==> src/hw/sbc_pkg.sv <==
// Constants and types for the bank command state machine
package sbc_pkg;

  localparam int CLK_MHZ        = 10;
  localparam int PRECHARGE_NS   = 20;
  localparam int ACT_COL_NS     = 15;
  localparam int ROW_CYCLE_NS   = 65;
  localparam int MRD_CLK        = 2;
  localparam int WR_CLK         = 2;
  localparam int SREX_EDGES     = 2;
  localparam int PRECHARGE_CYC  = (PRECHARGE_NS * CLK_MHZ + 999) / 1000;
  localparam int ACT_COL_CYC    = (ACT_COL_NS * CLK_MHZ + 999) / 1000;
  localparam int ROW_CYCLE_CYC  = (ROW_CYCLE_NS * CLK_MHZ + 999) / 1000;
  localparam int BURST_LEN      = 4;
  localparam int CNT_W          = 8;

  // Command codes {cs_n, ras_n, cas_n, we_n}
  localparam logic [3:0] CMD_NOP   = 4'h7;
  localparam logic [3:0] CMD_ACT   = 4'h3;
  localparam logic [3:0] CMD_READ  = 4'h5;
  localparam logic [3:0] CMD_WRITE = 4'h4;
  localparam logic [3:0] CMD_STOP  = 4'h6;
  localparam logic [3:0] CMD_PRE   = 4'h2;
  localparam logic [3:0] CMD_REF   = 4'h1;
  localparam logic [3:0] CMD_MRS   = 4'h0;

  typedef enum logic [8:0] {
    BANK_IDLE   = 9'h001,
    BANK_ACTVG  = 9'h002,
    BANK_ACTIVE = 9'h004,
    BANK_READ   = 9'h008,
    BANK_WRITE  = 9'h010,
    BANK_READ_A = 9'h020,
    BANK_WRITE_A= 9'h040,
    BANK_WREC   = 9'h080,
    BANK_PRE    = 9'h100
  } sbc_bank_e;

  typedef enum logic [4:0] {
    DEV_RUN  = 5'h01,
    DEV_REF  = 5'h02,
    DEV_MRS  = 5'h04,
    DEV_PD   = 5'h08,
    DEV_SR   = 5'h10
  } sbc_dev_e;

endpackage : sbc_pkg

==> src/hw/sbc_bank_fsm.sv <==
// Four-bank command decoder, bank states and clock-enable logic
`timescale 1ns/1ns
module sbc_bank_fsm #(
  parameter int NUM_BANKS = 4,
  parameter int ROW_W     = 13,
  parameter int COL_W     = 10,
  parameter int BURST     = sbc_pkg::BURST_LEN,
  parameter int FIFO_D    = 8
) (
  input  wire logic                         sys_clk,
  input  wire logic                         rst,
  input  wire logic                         clock_enable,
  input  wire logic                         chip_select_n,
  input  wire logic                         row_strobe_n,
  input  wire logic                         column_strobe_n,
  input  wire logic                         write_strobe_n,
  input  wire logic [$clog2(NUM_BANKS)-1:0] bank_select,
  input  wire logic [ROW_W-1:0]             address,
  input  wire logic                         auto_precharge_flag,
  output logic      [9*NUM_BANKS-1:0]       bank_state,
  output logic      [5:0]                   dev_state,
  output logic                              illegal_cmd,
  output logic                              col_valid,
  input  wire logic                         col_ready,
  output logic      [$clog2(NUM_BANKS)+COL_W+1:0] col_data
);
  localparam int BW = $clog2(NUM_BANKS);
  localparam int CW = sbc_pkg::CNT_W;
  localparam int EW = BW + COL_W + 2;

  // --------------------------------------------------------------
  // Command decode
  // --------------------------------------------------------------
  logic [3:0] cmd;
  logic       cke_prev;
  logic       is_nop;
  assign cmd    = {chip_select_n, row_strobe_n, column_strobe_n,
                   write_strobe_n};
  assign is_nop = chip_select_n || (cmd == sbc_pkg::CMD_NOP);

  function automatic logic [CW-1:0] cyc(input int n);
    cyc = CW'((n < 1) ? 1 : n);
  endfunction : cyc

  // --------------------------------------------------------------
  // Bank and device state
  // --------------------------------------------------------------
  sbc_pkg::sbc_bank_e bank      [NUM_BANKS];
  sbc_pkg::sbc_bank_e next_bank [NUM_BANKS];
  logic [CW-1:0]      bcnt      [NUM_BANKS];
  logic [CW-1:0]      next_bcnt [NUM_BANKS];
  logic [ROW_W-1:0]   row_addr      [NUM_BANKS];
  logic [ROW_W-1:0]   next_row_addr [NUM_BANKS];
  sbc_pkg::sbc_dev_e  dev;
  sbc_pkg::sbc_dev_e  next_dev;
  logic [CW-1:0]      dcnt;
  logic [CW-1:0]      next_dcnt;
  logic               sr_exit;
  logic               next_sr_exit;
  logic               next_illegal;
  logic               all_idle;
  logic               push;
  logic [EW-1:0]      push_data;
  logic               fifo_ready;
  logic               fifo_valid;
  logic [EW-1:0]      fifo_data;

  always_comb begin
    all_idle = 1'b1;
    for (int b = 0; b < NUM_BANKS; b++) begin
      if (bank[b] != sbc_pkg::BANK_IDLE) begin
        all_idle = 1'b0;
      end
    end
  end

  always_comb begin
    logic sel;
    logic run;
    sel = 1'b0;
    run = 1'b0;
    next_illegal = 1'b0;
    push         = 1'b0;
    push_data    = {BW'(bank_select), address[COL_W-1:0],
                    auto_precharge_flag, ~write_strobe_n};
    next_dev     = dev;
    next_dcnt    = (dcnt != '0) ? dcnt - 1'b1 : dcnt;
    next_sr_exit = sr_exit;
    // Banks advance on their own counters every cycle
    for (int b = 0; b < NUM_BANKS; b++) begin
      next_bank[b]     = bank[b];
      next_row_addr[b] = row_addr[b];
      next_bcnt[b]     = (bcnt[b] != '0) ? bcnt[b] - 1'b1 : bcnt[b];
      if (bcnt[b] <= 1) begin
        unique case (bank[b])
          sbc_pkg::BANK_ACTVG:   next_bank[b] = sbc_pkg::BANK_ACTIVE;
          sbc_pkg::BANK_READ,
          sbc_pkg::BANK_WRITE:   next_bank[b] = sbc_pkg::BANK_ACTIVE;
          sbc_pkg::BANK_READ_A:  begin
            next_bank[b] = sbc_pkg::BANK_PRE;
            next_bcnt[b] = cyc(sbc_pkg::PRECHARGE_CYC);
          end
          sbc_pkg::BANK_WRITE_A: begin
            next_bank[b] = sbc_pkg::BANK_WREC;
            next_bcnt[b] = cyc(sbc_pkg::WR_CLK);
          end
          sbc_pkg::BANK_WREC:    begin
            next_bank[b] = sbc_pkg::BANK_PRE;
            next_bcnt[b] = cyc(sbc_pkg::PRECHARGE_CYC);
          end
          sbc_pkg::BANK_PRE:     next_bank[b] = sbc_pkg::BANK_IDLE;
          default:               ;
        endcase
      end
    end
    // Device level: refresh, mode access, low power
    unique case (dev)
      sbc_pkg::DEV_RUN: run = cke_prev;
      sbc_pkg::DEV_REF, sbc_pkg::DEV_MRS: begin
        if (cke_prev && !is_nop) begin
          next_illegal = 1'b1;
        end
        if (dcnt <= 1) begin
          next_dev = sbc_pkg::DEV_RUN;
        end
      end
      sbc_pkg::DEV_PD: begin
        if (!cke_prev && clock_enable) begin
          if (is_nop) begin
            next_dev = sbc_pkg::DEV_RUN;
          end else begin
            next_illegal = 1'b1;
          end
        end
      end
      sbc_pkg::DEV_SR: begin
        if (sr_exit) begin
          // Second edge after the rise starts the exit timing
          next_sr_exit = 1'b0;
          next_dev     = sbc_pkg::DEV_REF;
          next_dcnt    = cyc(sbc_pkg::ROW_CYCLE_CYC);
        end else if (!cke_prev && clock_enable) begin
          if (is_nop) begin
            next_sr_exit = 1'b1;
          end else begin
            next_illegal = 1'b1;
          end
        end
      end
      default: next_dev = sbc_pkg::DEV_RUN;
    endcase
    // Commands in normal operation
    if (run) begin
      if (!clock_enable) begin
        if (!all_idle) begin
          next_illegal = 1'b1;
        end else if (is_nop) begin
          next_dev = sbc_pkg::DEV_PD;
        end else if (cmd == sbc_pkg::CMD_REF) begin
          next_dev = sbc_pkg::DEV_SR;
        end else begin
          next_illegal = 1'b1;
        end
      end else if (cmd == sbc_pkg::CMD_REF || cmd == sbc_pkg::CMD_MRS) begin
        if (!all_idle) begin
          next_illegal = 1'b1;
        end else if (cmd == sbc_pkg::CMD_REF) begin
          next_dev  = sbc_pkg::DEV_REF;
          next_dcnt = cyc(sbc_pkg::ROW_CYCLE_CYC);
        end else begin
          next_dev  = sbc_pkg::DEV_MRS;
          next_dcnt = cyc(sbc_pkg::MRD_CLK);
        end
      end else if (!is_nop) begin
        for (int b = 0; b < NUM_BANKS; b++) begin
          sel = (BW'(b) == bank_select);
          if (sel) begin
            unique case (bank[b])
              sbc_pkg::BANK_IDLE: begin
                if (cmd == sbc_pkg::CMD_ACT) begin
                  next_bank[b]     = sbc_pkg::BANK_ACTVG;
                  next_row_addr[b] = address;
                  next_bcnt[b]     = cyc(sbc_pkg::ACT_COL_CYC);
                end else if (cmd != sbc_pkg::CMD_PRE) begin
                  next_illegal = 1'b1;
                end
              end
              sbc_pkg::BANK_PRE: begin
                if (cmd != sbc_pkg::CMD_PRE) begin
                  next_illegal = 1'b1;
                end
              end
              sbc_pkg::BANK_ACTIVE, sbc_pkg::BANK_READ,
              sbc_pkg::BANK_WRITE: begin
                if (cmd == sbc_pkg::CMD_READ
                    || cmd == sbc_pkg::CMD_WRITE) begin
                  // New column command ends any running burst that has no auto precharge
                  push         = 1'b1;
                  next_bcnt[b] = cyc(BURST);
                  next_bank[b] = (cmd == sbc_pkg::CMD_READ)
                    ? (auto_precharge_flag ? sbc_pkg::BANK_READ_A
                                           : sbc_pkg::BANK_READ)
                    : (auto_precharge_flag ? sbc_pkg::BANK_WRITE_A
                                           : sbc_pkg::BANK_WRITE);
                  if (!fifo_ready) begin
                    next_illegal = 1'b1;
                  end
                end else if (cmd == sbc_pkg::CMD_STOP) begin
                  // Stop on an open row without burst is a no-operation
                  next_bank[b] = sbc_pkg::BANK_ACTIVE;
                  next_bcnt[b] = '0;
                end else if (cmd == sbc_pkg::CMD_PRE) begin
                  next_bank[b] = sbc_pkg::BANK_PRE;
                  next_bcnt[b] = cyc(sbc_pkg::PRECHARGE_CYC);
                end else begin
                  next_illegal = 1'b1;
                end
              end
              default: next_illegal = 1'b1;
            endcase
          end
        end
      end
    end
  end

  // --------------------------------------------------------------
  // State registers
  // --------------------------------------------------------------
  always_ff @(posedge sys_clk or posedge rst) begin
    if (rst) begin
      for (int b = 0; b < NUM_BANKS; b++) begin
        bank[b]     <= sbc_pkg::BANK_IDLE;
        bcnt[b]     <= '0;
        row_addr[b] <= '0;
      end
      dev         <= sbc_pkg::DEV_RUN;
      dcnt        <= '0;
      sr_exit     <= 1'b0;
      cke_prev    <= 1'b1;
      illegal_cmd <= 1'b0;
    end else begin
      for (int b = 0; b < NUM_BANKS; b++) begin
        bank[b]     <= next_bank[b];
        bcnt[b]     <= next_bcnt[b];
        row_addr[b] <= next_row_addr[b];
      end
      dev         <= next_dev;
      dcnt        <= next_dcnt;
      sr_exit     <= next_sr_exit;
      cke_prev    <= clock_enable;
      illegal_cmd <= next_illegal;
    end
  end

  // --------------------------------------------------------------
  // Column command queue and registered outputs
  // --------------------------------------------------------------
  sbc_fifo #(
    .WIDTH (EW),
    .DEPTH (FIFO_D)
  ) u_col_fifo (
    .sys_clk   (sys_clk),
    .rst       (rst),
    .in_valid  (push),
    .in_ready  (fifo_ready),
    .in_data   (push_data),
    .out_valid (fifo_valid),
    .out_ready (col_ready && !col_valid),
    .out_data  (fifo_data)
  );

  always_ff @(posedge sys_clk or posedge rst) begin
    if (rst) begin
      bank_state <= '0;
      dev_state  <= '0;
      col_valid  <= 1'b0;
      col_data   <= '0;
    end else begin
      for (int b = 0; b < NUM_BANKS; b++) begin
        bank_state[9*b +: 9] <= next_bank[b];
      end
      dev_state <= {next_sr_exit, next_dev};
      col_valid <= fifo_valid && col_ready && !col_valid;
      col_data  <= fifo_data;
    end
  end

endmodule : sbc_bank_fsm

==> src/hw/sbc_fifo.sv <==
// Small synchronous FIFO with valid/ready on both sides
`timescale 1ns/1ns
module sbc_fifo #(
  parameter int WIDTH = 16,
  parameter int DEPTH = 8
) (
  input  wire logic             sys_clk,
  input  wire logic             rst,
  input  wire logic             in_valid,
  output logic                  in_ready,
  input  wire logic [WIDTH-1:0] in_data,
  output logic                  out_valid,
  input  wire logic             out_ready,
  output logic      [WIDTH-1:0] out_data
);
  localparam int AW = $clog2(DEPTH);

  logic [WIDTH-1:0] mem [DEPTH];
  logic [AW-1:0]    wr_ptr;
  logic [AW-1:0]    rd_ptr;
  logic [AW:0]      count;
  logic [AW-1:0]    next_wr_ptr;
  logic [AW-1:0]    next_rd_ptr;
  logic [AW:0]      next_count;
  logic             push;
  logic             pop;

  always_comb begin
    push        = in_valid && (count != (AW+1)'(DEPTH));
    pop         = out_ready && (count != '0);
    next_wr_ptr = push ? ((wr_ptr == AW'(DEPTH-1)) ? '0 : wr_ptr + 1'b1)
                       : wr_ptr;
    next_rd_ptr = pop ? ((rd_ptr == AW'(DEPTH-1)) ? '0 : rd_ptr + 1'b1)
                      : rd_ptr;
    next_count  = count + (AW+1)'(push) - (AW+1)'(pop);
  end

  always_ff @(posedge sys_clk or posedge rst) begin
    if (rst) begin
      wr_ptr <= '0;
      rd_ptr <= '0;
      count  <= '0;
    end else begin
      wr_ptr <= next_wr_ptr;
      rd_ptr <= next_rd_ptr;
      count  <= next_count;
    end
  end

  always_ff @(posedge sys_clk) begin
    if (push) begin
      mem[wr_ptr] <= in_data;
    end
  end

  assign in_ready  = (count != (AW+1)'(DEPTH));
  assign out_valid = (count != '0);
  assign out_data  = mem[rd_ptr];

endmodule : sbc_fifo

==> config.mk <==
export PLATFORM = sky130hd
export DESIGN_NAME = sbc_bank_fsm
export DESIGN_NICKNAME = d
export VERILOG_FILES = /design/src/hw/sbc_pkg.sv /design/src/hw/sbc_bank_fsm.sv /design/src/hw/sbc_fifo.sv
export SDC_FILE = /design/constraint.sdc
export NUM_CORES = 1
export LEC_CHECK = 0
export BUFFER_PORTS_ARGS = -buffer_cell sky130_fd_sc_hd__buf_4
export CAP_MARGIN = 20
export CORE_ASPECT_RATIO = 1.75
export CORE_MARGIN = 5
export CORE_UTILIZATION = 41
export DETAILED_ROUTE_END_ITERATION = 8
export HOLD_SLACK_MARGIN = 0.06
export PLACE_DENSITY = 0.57
export SLEW_MARGIN = 0
export SYNTH_ARGS = -nofsm -noshare
export SYNTH_HDL_FRONTEND = slang
export SYNTH_HIERARCHICAL = 1
export SYNTH_SLANG_ARGS = --single-unit
==> constraint.sdc <==
create_clock -name sys_clk -period 5.95 [get_ports sys_clk]
set_input_delay 1.19 -clock sys_clk [delete_from_list [all_inputs] [get_ports sys_clk]]
set_output_delay 1.19 -clock sys_clk [all_outputs]
set_load 0.03 [all_outputs]
==> results of run 1 <==
==> registers in the layout, indices dropped and copies added, names as in the netlist <==
| signal | count |
|---|---|
| illegal_cmd | 1 |
| u_col_fifo/rd_ptr | 3 |
| bank | 5 |
| dcnt | 8 |
| dev | 1 |
| dev_state | 6 |
| cke_prev | 1 |
| u_col_fifo/wr_ptr | 3 |
| col_data | 14 |
| u_col_fifo/mem | 112 |
| bcnt | 32 |
| col_valid | 1 |
| u_col_fifo/count | 4 |
| bank_state | 35 |
==> cell families (layout without fill, tap and decap cells) <==
group | count (synthesis) | in the layout | share of synthesized area, %
multiplexers | 54 | 54 | 9.11
flip-flops | 226 | 226 | 54.8
adder cells (fa/ha/maj) | 21 | 21 | 2.38
XOR/XNOR | 49 | 49 | 3.78
buffers and inverters | 100 | 160 | 4.93
AO/OA/AOI/OAI | 176 | 176 | 10.6
AND/OR/NAND/NOR | 305 | 305 | 14.4
==> cell type report <==
type | count | area [um2] | share of cell area [%]
Clock buffer | 30 | 622 | 4.84
Clock inverter | 12 | 139 | 1.08
Inverter | 28 | 108 | 0.838
Multi-Input combinational cell | 605 | 4620 | 35.9
Sequential cell | 226 | 6220 | 48.5
Tap cell | 369 | 462 | 3.59
Timing Repair Buffer | 90 | 676 | 5.26
==> through the flow <==
step	setup slack, ps	power [mW]	hold slack (ps)
finish	1840	4.12	544
global route	1530	4.32	558
CTS	1840	4.19	546
detailed placement	1540	2.70	534
global placement	1600	2.69	524
floorplan	1430	2.48	506
==> worst min-delay path: stages (launching register included) <==
cell and delay [ps]:
dfrtp_1 380, o31ai_1 70, a21oi_1 60
==> power breakdown <==
part	internal (mW)	switching, mW	leakage (nW)
registers	1.75	0.0839	2.40
clock network	0.868	0.599	0.373
logic	0.399	0.423	2.19
total	3.02	1.11	4.97
==> cells in the final DEF (no fill, tap or decap), types with 11 or more instances in the layout <==
master,instances
dfrtp_1,108
o21ai_0,48
ha_1,20
xnor2_1,28
nand3_1,23
nor3_1,32
mux4_1,27
xor2_1,21
inv_1,27
edfxtp_1,112
clkbuf_16,23
a21oi_1,34
o31ai_1,11
buf_4,90
nand2_1,54
nor2_1,86
nor4_1,17
mux2_2,24
==> worst paths after layout <==
kind / from / endpoint / slack, ps / depth (start not counted)
min: bcnt[11]$_DFF_PP0_ / bcnt[11]$_DFF_PP0_ / 540 / 2
min reg2reg: bcnt[11]$_DFF_PP0_ / bcnt[11]$_DFF_PP0_ / 540 / 2
min in group asynchronous: rst / u_col_fifo/count[3]$_DFF_PP0_ / 690 / 2
max reg2reg: bank_state[14]$_DFF_PP0_ / u_col_fifo/mem[2][1]$_DFFE_PP_ / 1840 / 7
max: bank_state[14]$_DFF_PP0_ / u_col_fifo/mem[2][1]$_DFFE_PP_ / 1840 / 7
max in group asynchronous: rst / bcnt[28]$_DFF_PP0_ / 3950 / 3
==> routing by layer <==
metal	track usage [%]	vias to the layer above	routed length [um]
met5	0	-	0
met4	5.93	0	830
met3	2.12	54	936
met2	33.5	149	14900
met1	19.2	3740	9980
li1	-	3578	-
==> Yosys cell counts, drive strengths merged, types with 5 or more instances <==
cell    number  area (um2)
o21ai       49         245
clkbuf      22        82.6
nand2       56         215
ha          20         250
a32o         5        50.1
or3          6        42.5
nand2b       9        56.3
nor2        87         334
nand4       10        62.6
xnor2       28         245
inv         28         105
mux2        24         270
nand3       24         125
o211ai       6        45.0
dfstp        6         158
edfxtp     112        3360
mux4        29         754
buf         50         373
o31ai       11        82.6
nor3        37         190
or3b         5        43.8
and3         7        43.8
o22ai        8        50.1
or2          8        50.1
a21oi       34         170
xor2        21         184
nor4        24         214
nand4b       6        52.6
nor2b        8        50.1
dfrtp      108        2700
==> impl_metrics.py, run 1 <==
metrics = {
    "yosys": {
        "ys_seq_elements": 226,
        "async_flop_share_pct": 50.4,
        "syn_area_per_cell_um2": 12.2,
        "synth_area_um2": 11400,
        "syn_nets": 976,
        "synth-seq-area-share_pct": 54.8,
        "yosysWarningCount": 6,
        "synthCells": 931,
        "synth_flop_cell": "edfxtp_1",
        "netlist-cell-type-count": 85,
        "synth-edff-count": 112,
    },
    "floorplan": {
        "start_util_pct": 41.6,
        "rows": 80,
        "dieArea_um2": 31300,
        "die_y_um": 230,
        "ioPinCount": 82,
        "dieWidth_um": 136,
        "core_area_um2": 27300,
    },
    "global_route": {
        "grt_use_total_pct": 17.4,
        "grt_max_degree": 63,
        "grt_pass1_vias": 7942,
        "antenna_found_initial": 0,
        "grt_pass1_wl_um": 43200,
        "overflow": 0,
    },
    "clock_network": {
        "post_cts_buffers": 0,
        "h-tree-depth": 1,
        "clk_pin_slew_ps": 70,
        "cts_tree": "built",
        "cts_buffers": 23,
        "cts_root_buf": "clkbuf_16",
        "cts_buffer_depth": 3,
        "holdBufCountCts": 0,
        "cts_resized": 0,
        "clock_latency_ps": 510,
        "clock_sinks": 226,
    },
    "critical_path": {
        "crit_buf_inv": 0,
        "crit_arrival_ps": 4240,
        "crit_slowest_cell": "nor3_4",
        "slowest_delay_ps": 840,
        "cp_cell_sequence": "nor3_2 > nand2_1 > or3_1 > mux4_2 > nor4_1 > nand2_2 > nor3_4",
        "crit_type": "flip-flop to flip-flop",
        "endpoint_kind": "flip-flop",
        "cp.required_ps": 6070,
        "startpoint_type": "flip-flop",
        "cp_max_fo": 14,
        "path_delay_family": "simple AND/OR/NAND/NOR gates",
    },
    "timing": {
        "rsz0062_at_grt": "no",
        "worst_pin_slew_ps": 1000,
        "post-route-period-util_pct": 69.1,
        "setup_viol": 0,
        "fin_skew_ps": 12.7,
        "setup-tns-final_ps": 0,
        "layout_min_cycle_time_ps": 4110,
        "report.final.slew_viol_count": 0,
        "finalHoldViolations": 0,
        "max_freq_mhz": 243,
        "slew_headroom_pct": 32.3,
    },
    "route": {
        "firstDrtPassIters": 4,
        "routed_via_density": 5.53,
        "antenna_left": 0,
        "routed_wl_um": 26700,
        "via_count": 7521,
        "dr.first_iter.drc_count": 445,
        "wl_per_cell_um": 19.6,
        "drc": 0,
    },
    "final_layout": {
        "n_antenna_cell": 0,
        "stdcell_area_um2": 12800,
        "fill_cells": 2439,
        "drive_gt1_share_pct": 19.6,
        "area_growth_pct": 13.1,
        "nets": 1019,
        "final_util_pct": 47.0,
        "layout.cells.non_filler": 1360,
    },
    "placed_design": {
        "dp_hpwl_um": 18900,
        "post-place-cells": 1318,
        "place_congestion": 0.846,
        "placed_area_um2": 12100,
        "portBuffers": 78,
    },
    "hold_path": {
        "hold_class": "flip-flop to flip-flop",
    },
    "power_and_ir_drop": {
        "p_per_area_nw_per_um2": 321,
        "vdd_drop_max_uv": 202,
        "leakage_nw": 4.97,
    },
    "run": {
        "drv_cap": 0,
    },
    "run_status": {
        "run_status": "finished clean",
    },
}
No activity file was read; power rests on OpenSTA's default activity.
==> inputs of run 2 (changes only) <==
Clock period 5.95 ns to 3.9 ns, I/O delays scaled along.
==> run 2 against run 1 <==
Design area up 0.81%; critical path depth up 4; setup slack worse by 1300 ps; register-to-register slack worse by 1300 ps; global-route usage down 0.34 points; die area unchanged; routed wire length down 0.62%; first-iteration DRC count down 6.3%; final cell count up 0.81%; sequential cell count unchanged; total power up 52%; utilization up 0.38 points; critical endpoint is now u_col_fifo/count[1]$_DFF_PP0_; largest cell class unchanged.
==> impl_metrics.py, run 2 (synthesis results as in run 1) <==
metrics = {
    "power_and_ir_drop": {
        "vdd_drop_max_uv": 334,
        "internal-power_mw": 4.55,
        "power_switching_mw": 1.73,
        "leakage_nw": 5.03,
        "pwr-share-comb_pct": 20.0,
        "p_sw_share_pct": 27.5,
        "p_per_area_nw_per_um2": 485,
        "p_seq_share_pct": 44.4,
        "power_frac_clock_pct": 35.6,
    },
    "floorplan": {
        "die_y_um": 230,
        "dieArea_um2": 31300,
        "dieWidth_um": 136,
        "ioPinCount": 82,
        "core_area_um2": 27300,
        "start_util_pct": 41.6,
        "rows": 80,
    },
    "clock_network": {
        "cts_buffers": 23,
        "cts_buffer_depth": 3,
        "post_cts_buffers": 0,
        "clock_sinks": 226,
        "cts_resized": 0,
        "clock_latency_ps": 520,
        "cts_tree": "built",
        "clk_pin_slew_ps": 80,
        "holdBufCountCts": 0,
        "h-tree-depth": 1,
        "cts_root_buf": "clkbuf_16",
    },
    "final_layout": {
        "layout_common_cells": "edfxtp_1, dfrtp_1, buf_4, nor2_1, nand2_1",
        "top_register": "u_col_fifo/mem",
        "final_util_pct": 47.4,
        "n_antenna_cell": 0,
        "area_growth_pct": 14.0,
        "drive_gt1_share_pct": 21.2,
        "largest_reg_flops": 112,
        "reg_top3": "u_col_fifo/mem: 112 flops, bank_state: 35 flops, bcnt: 32 flops",
        "nets": 1030,
        "fill_cells": 2501,
        "layout_commonest_cell": "edfxtp_1",
    },
    "critical_path": {
        "reg2reg_setup_slack_ps": 580,
        "endpoint_kind": "flip-flop",
        "crit_buf_inv": 3,
        "path_delay_family": "simple AND/OR/NAND/NOR gates",
        "cp_max_fo": 9,
        "crit_arrival_ps": 3700,
        "crit_slowest_cell": "dfrtp_1",
        "crit_type": "flip-flop to flip-flop",
        "path_common_cell": "buf_4",
        "timing.rr.end": "u_col_fifo/count[1]$_DFF_PP0_",
        "r2r_start": "bank_state[14]$_DFF_PP0_",
        "cp_cell_sequence": "nor3_2 > buf_4 > nand2_1 > or3_1 > mux4_2 > nor4_1 > buf_4 > nand2_2 > inv_1 > ha_1 > fa_1",
        "slowest_delay_ps": 500,
        "cp.required_ps": 4280,
        "rr_worst_depth": 11,
        "startpoint_type": "flip-flop",
    },
    "global_route": {
        "antenna_found_initial": 0,
        "grt_pass1_wl_um": 42000,
        "grt_max_degree": 56,
        "grt_use_total_pct": 17.0,
        "overflow": 0,
        "grt_pass1_vias": 7705,
    },
    "route": {
        "dr.first_iter.drc_count": 417,
        "via_count": 7566,
        "routed_wl_um": 26500,
        "wl_per_cell_um": 19.3,
        "routed_via_density": 5.52,
        "antenna_left": 0,
        "firstDrtPassIters": 5,
        "drc": 0,
    },
    "timing": {
        "setup_viol": 0,
        "fin_ws_ps": 577,
        "layout_min_cycle_time_ps": 3320,
        "max_freq_mhz": 301,
        "worst_pin_slew_ps": 818,
        "report.final.slew_viol_count": 0,
        "slew_headroom_pct": 45.5,
        "rsz0062_at_grt": "no",
        "fin_skew_ps": 24.7,
        "post-route-period-util_pct": 85.2,
        "finalHoldViolations": 0,
        "setup-tns-final_ps": 0,
    },
    "run_status": {
        "run_status": "finished clean",
    },
    "placed_design": {
        "dp_slack_ps": 587,
        "portBuffers": 78,
        "place_congestion": 0.860,
        "dp_hpwl_um": 18800,
    },
    "run": {
        "drv_cap": 0,
    },
    "hold_path": {
        "hold_class": "input pin to asynchronous set/reset pin",
    },
}
## run 2: worst reg2reg max path: stages, from the launching register on
cell and delay, ps:
dfrtp_1 500, nor3_2 210, buf_4 150, nand2_1 80, or3_1 490, mux4_2 480
nor4_1 220, buf_4 180, nand2_2 150, inv_1 100, ha_1 190, fa_1 420
## run 2: worst max-delay path by stage
stage	end	cells past startpoint	startpoint	slack (ps)
3_3_place_gp	u_col_fifo/count[1]$_DFF_PP0_	11	bank_state[14]$_DFF_PP0_	640
2_1_floorplan	u_col_fifo/mem[2][0]$_DFFE_PP_	8	bank_state[23]$_DFF_PP0_	40
6_report	u_col_fifo/count[1]$_DFF_PP0_	11	bank_state[14]$_DFF_PP0_	580
4_1_cts	u_col_fifo/count[1]$_DFF_PP0_	11	bank_state[14]$_DFF_PP0_	570
3_5_place_dp	u_col_fifo/count[1]$_DFF_PP0_	9	bank_state[23]$_DFF_PP0_	590
5_1_grt	u_col_fifo/count[1]$_DFF_PP0_	11	bank_state[14]$_DFF_PP0_	370
## run 2: area by class of cell
cell class | count | area, um2 | share of cell area (%)
clock buffer | 25 | 603 | 4.66
multi-input combinational | 605 | 4610 | 35.6
inverter | 28 | 108 | 0.831
timing repair buffer | 101 | 771 | 5.95
clock inverter | 17 | 170 | 1.31
tap | 369 | 462 | 3.57
sequential | 226 | 6220 | 48.1
## run 2: metal layers
metal,wire length (um),share of wire (%),vias to the layer above,track usage [%]
met1,9860,37,3765,18.9
li1,-,-,3587,-
met5,0,0,-,0
met3,1050,4.0,53,2.10
met4,809,3.1,0,5.67
met2,14800,56,161,32.8
## run 2: metrics by stage
stage                     total power, mW  hold WS, ps  cell area (um2)  cells
after floorplan                      3.78          506            11400    931
after global placement               4.11          489            12200   1329
after detailed placement             4.12          499            12200   1329
after CTS                            6.39          289            12900   1371
after global routing                 6.58          319            12900   1371
final                                6.28          294            12900   1371
## run 2: power by group through the flow
stage / sequential [mW] / combinational, mW / clock (mW)
after floorplan: 2.95 / 0.823 / 0
after global placement: 2.84 / 1.27 / 0
after detailed placement: 2.84 / 1.28 / 0
after CTS: 2.79 / 1.29 / 2.31
after global routing: 2.81 / 1.38 / 2.40
final: 2.79 / 1.25 / 2.24
==> inputs of run 3 (changes only) <==
Settings changed: REMOVE_ABC_BUFFERS set to 1.
==> run 3 against run 2 <==
Global-route usage grew 0.46 points; clock power is essentially flat; via count shrank 1.1%; total power is essentially flat; non-clock buffer count is the same; first-iteration DRC count shrank 24%; design area shrank 0.18%; clock skew shrank 8.9 ps; highest routed layer unchanged.
==> impl_metrics.py, run 3 (synthesis results as in run 1) <==
metrics = {
    "clock_network": {
        "clock_sinks": 226,
        "holdBufCountCts": 0,
        "cts_tree": "built",
        "clk_pin_slew_ps": 60,
        "cts_buffer_depth": 3,
        "cts_resized": 0,
        "h-tree-depth": 1,
        "clock_latency_ps": 520,
        "cts_root_buf": "clkbuf_16",
        "cts_buffers": 23,
        "post_cts_buffers": 0,
    },
    "final_layout": {
        "fill_cells": 2499,
        "top_register": "u_col_fifo/mem",
        "n_antenna_cell": 0,
        "layout_common_cells": "edfxtp_1, dfrtp_1, buf_4, nor2_1, nand2_1",
        "reg_top3": "u_col_fifo/mem: 112 flops, bank_state: 35 flops, bcnt: 32 flops",
        "multi_input_area_um2": 4600,
        "drive_gt1_share_pct": 20.6,
        "nets": 1030,
        "layout.cells.non_filler": 1370,
        "final_util_pct": 47.3,
        "register_area_um2": 6220,
        "stdcell_area_um2": 12900,
        "largest_reg_flops": 112,
        "area_growth_pct": 13.8,
        "layout_commonest_cell": "edfxtp_1",
    },
    "run": {
        "drv_cap": 0,
    },
    "critical_path": {
        "r2r_start": "bank_state[14]$_DFF_PP0_",
        "setup.worst_path.start": "bank_state[14]$_DFF_PP0_",
        "path_delay_family": "simple AND/OR/NAND/NOR gates",
        "crit_arrival_ps": 3810,
        "cp.required_ps": 4280,
        "crit_slowest_cell": "or3_1",
        "slowest_delay_ps": 510,
        "cp_max_fo": 9,
        "cp_cell_sequence": "nor3_2 > nand2_1 > or3_1 > mux4_2 > nor4_1 > buf_4 > nand2_2 > inv_1 > ha_1 > fa_1",
        "endpoint_kind": "flip-flop",
        "crit_buf_inv": 2,
        "startpoint_type": "flip-flop",
        "crit_type": "flip-flop to flip-flop",
    },
    "global_route": {
        "grt_pass1_wl_um": 42700,
        "antenna_found_initial": 0,
        "overflow": 0,
        "grt_pass1_vias": 7766,
        "grt_use_total_pct": 17.5,
        "grt_max_degree": 57,
    },
    "route": {
        "drc": 0,
        "routed_via_density": 5.46,
        "antenna_left": 0,
        "via_count": 7485,
        "wl_per_cell_um": 19.7,
        "firstDrtPassIters": 4,
        "routed_wl_um": 27000,
        "dr.first_iter.drc_count": 318,
    },
    "placed_design": {
        "place_congestion": 0.894,
        "dp_hpwl_um": 19500,
        "post-place-cells": 1329,
        "portBuffers": 78,
        "placed_area_um2": 12200,
    },
    "power_and_ir_drop": {
        "p_per_area_nw_per_um2": 485,
        "vdd_drop_max_uv": 299,
        "leakage_nw": 5.02,
    },
    "hold_path": {
        "hold_class": "input pin to asynchronous set/reset pin",
    },
    "floorplan": {
        "ioPinCount": 82,
        "rows": 80,
        "start_util_pct": 41.6,
        "die_y_um": 230,
        "dieWidth_um": 136,
        "core_area_um2": 27300,
        "dieArea_um2": 31300,
    },
    "timing": {
        "setup-tns-final_ps": 0,
        "report.final.slew_viol_count": 0,
        "setup_viol": 0,
        "fin_skew_ps": 15.8,
        "slew_headroom_pct": 40.4,
        "layout_min_cycle_time_ps": 3430,
        "rsz0062_at_grt": "no",
        "worst_pin_slew_ps": 891,
        "finalHoldViolations": 0,
        "max_freq_mhz": 291,
        "post-route-period-util_pct": 88.0,
    },
    "run_status": {
        "run_status": "finished clean",
    },
}
==> run 3: changes by cell type in the layout (fill, tap and decap cells not counted) <==
cell | previous run | this run
clkinv_4 | 3 | 2
bufinv_16 | 2 | 3
buf_4 | 100 | 101
buf_12 | 1 | 0
nor4_4 | 4 | 3
nor4_2 | 3 | 4
clkbuf_1 | 0 | 4
inv_6 | 5 | 1
clkinv_1 | 0 | 1
clkinvlp_4 | 2 | 3
clkinv_2 | 5 | 2
==> run 3: layout make-up <==
class | count | share of cell area, %
inverters | 28 | 0.833
clock buffers | 29 | 4.78
clock inverters | 12 | 1.18
repair buffers | 101 | 5.87
well taps | 369 | 3.57
multi-input cells | 605 | 35.6
flip-flops and latches | 226 | 48.2
==> run 3: per-stage QoR <==
step	hold slack [ps]	worst slack, ps	power (mW)
after global routing	296	248	6.59
after floorplan	506	-423	3.72
after detailed placement	530	462	4.13
after CTS	273	453	6.39
after global placement	527	546	4.11
final	278	467	6.27
==> run 3: layer usage <==
layer  vias to the layer above  track usage (%)  wire length (um)
met4                         0             6.62               864
met5                         -                0                 0
li1                       3598                -                 -
met3                        45             2.54              1190
met2                       178             34.6             15400
met1                      3664             18.0              9540
==> run 3: worst paths after layout <==
check | to | slack, ps | cells after the start
max reg2reg | u_col_fifo/count[1]$_DFF_PP0_ | 470 | 10
max | u_col_fifo/count[1]$_DFF_PP0_ | 470 | 10
min in group sys_clk | cke_prev$_DFF_PP1_ | 420 | 1
min | u_col_fifo/count[3]$_DFF_PP0_ | 280 | 2
min reg2reg | bcnt[3]$_DFF_PP0_ | 550 | 2
max in group asynchronous | bank[9]$_DFF_PP1_ | 2580 | 3
==> run 3: power by group <==
group | switching, mW | leakage, nW | internal (mW)
clock | 0.903 | 0.368 | 1.33
combinational | 0.649 | 2.25 | 0.609
sequential | 0.116 | 2.40 | 2.67
total | 1.67 | 5.02 | 4.61
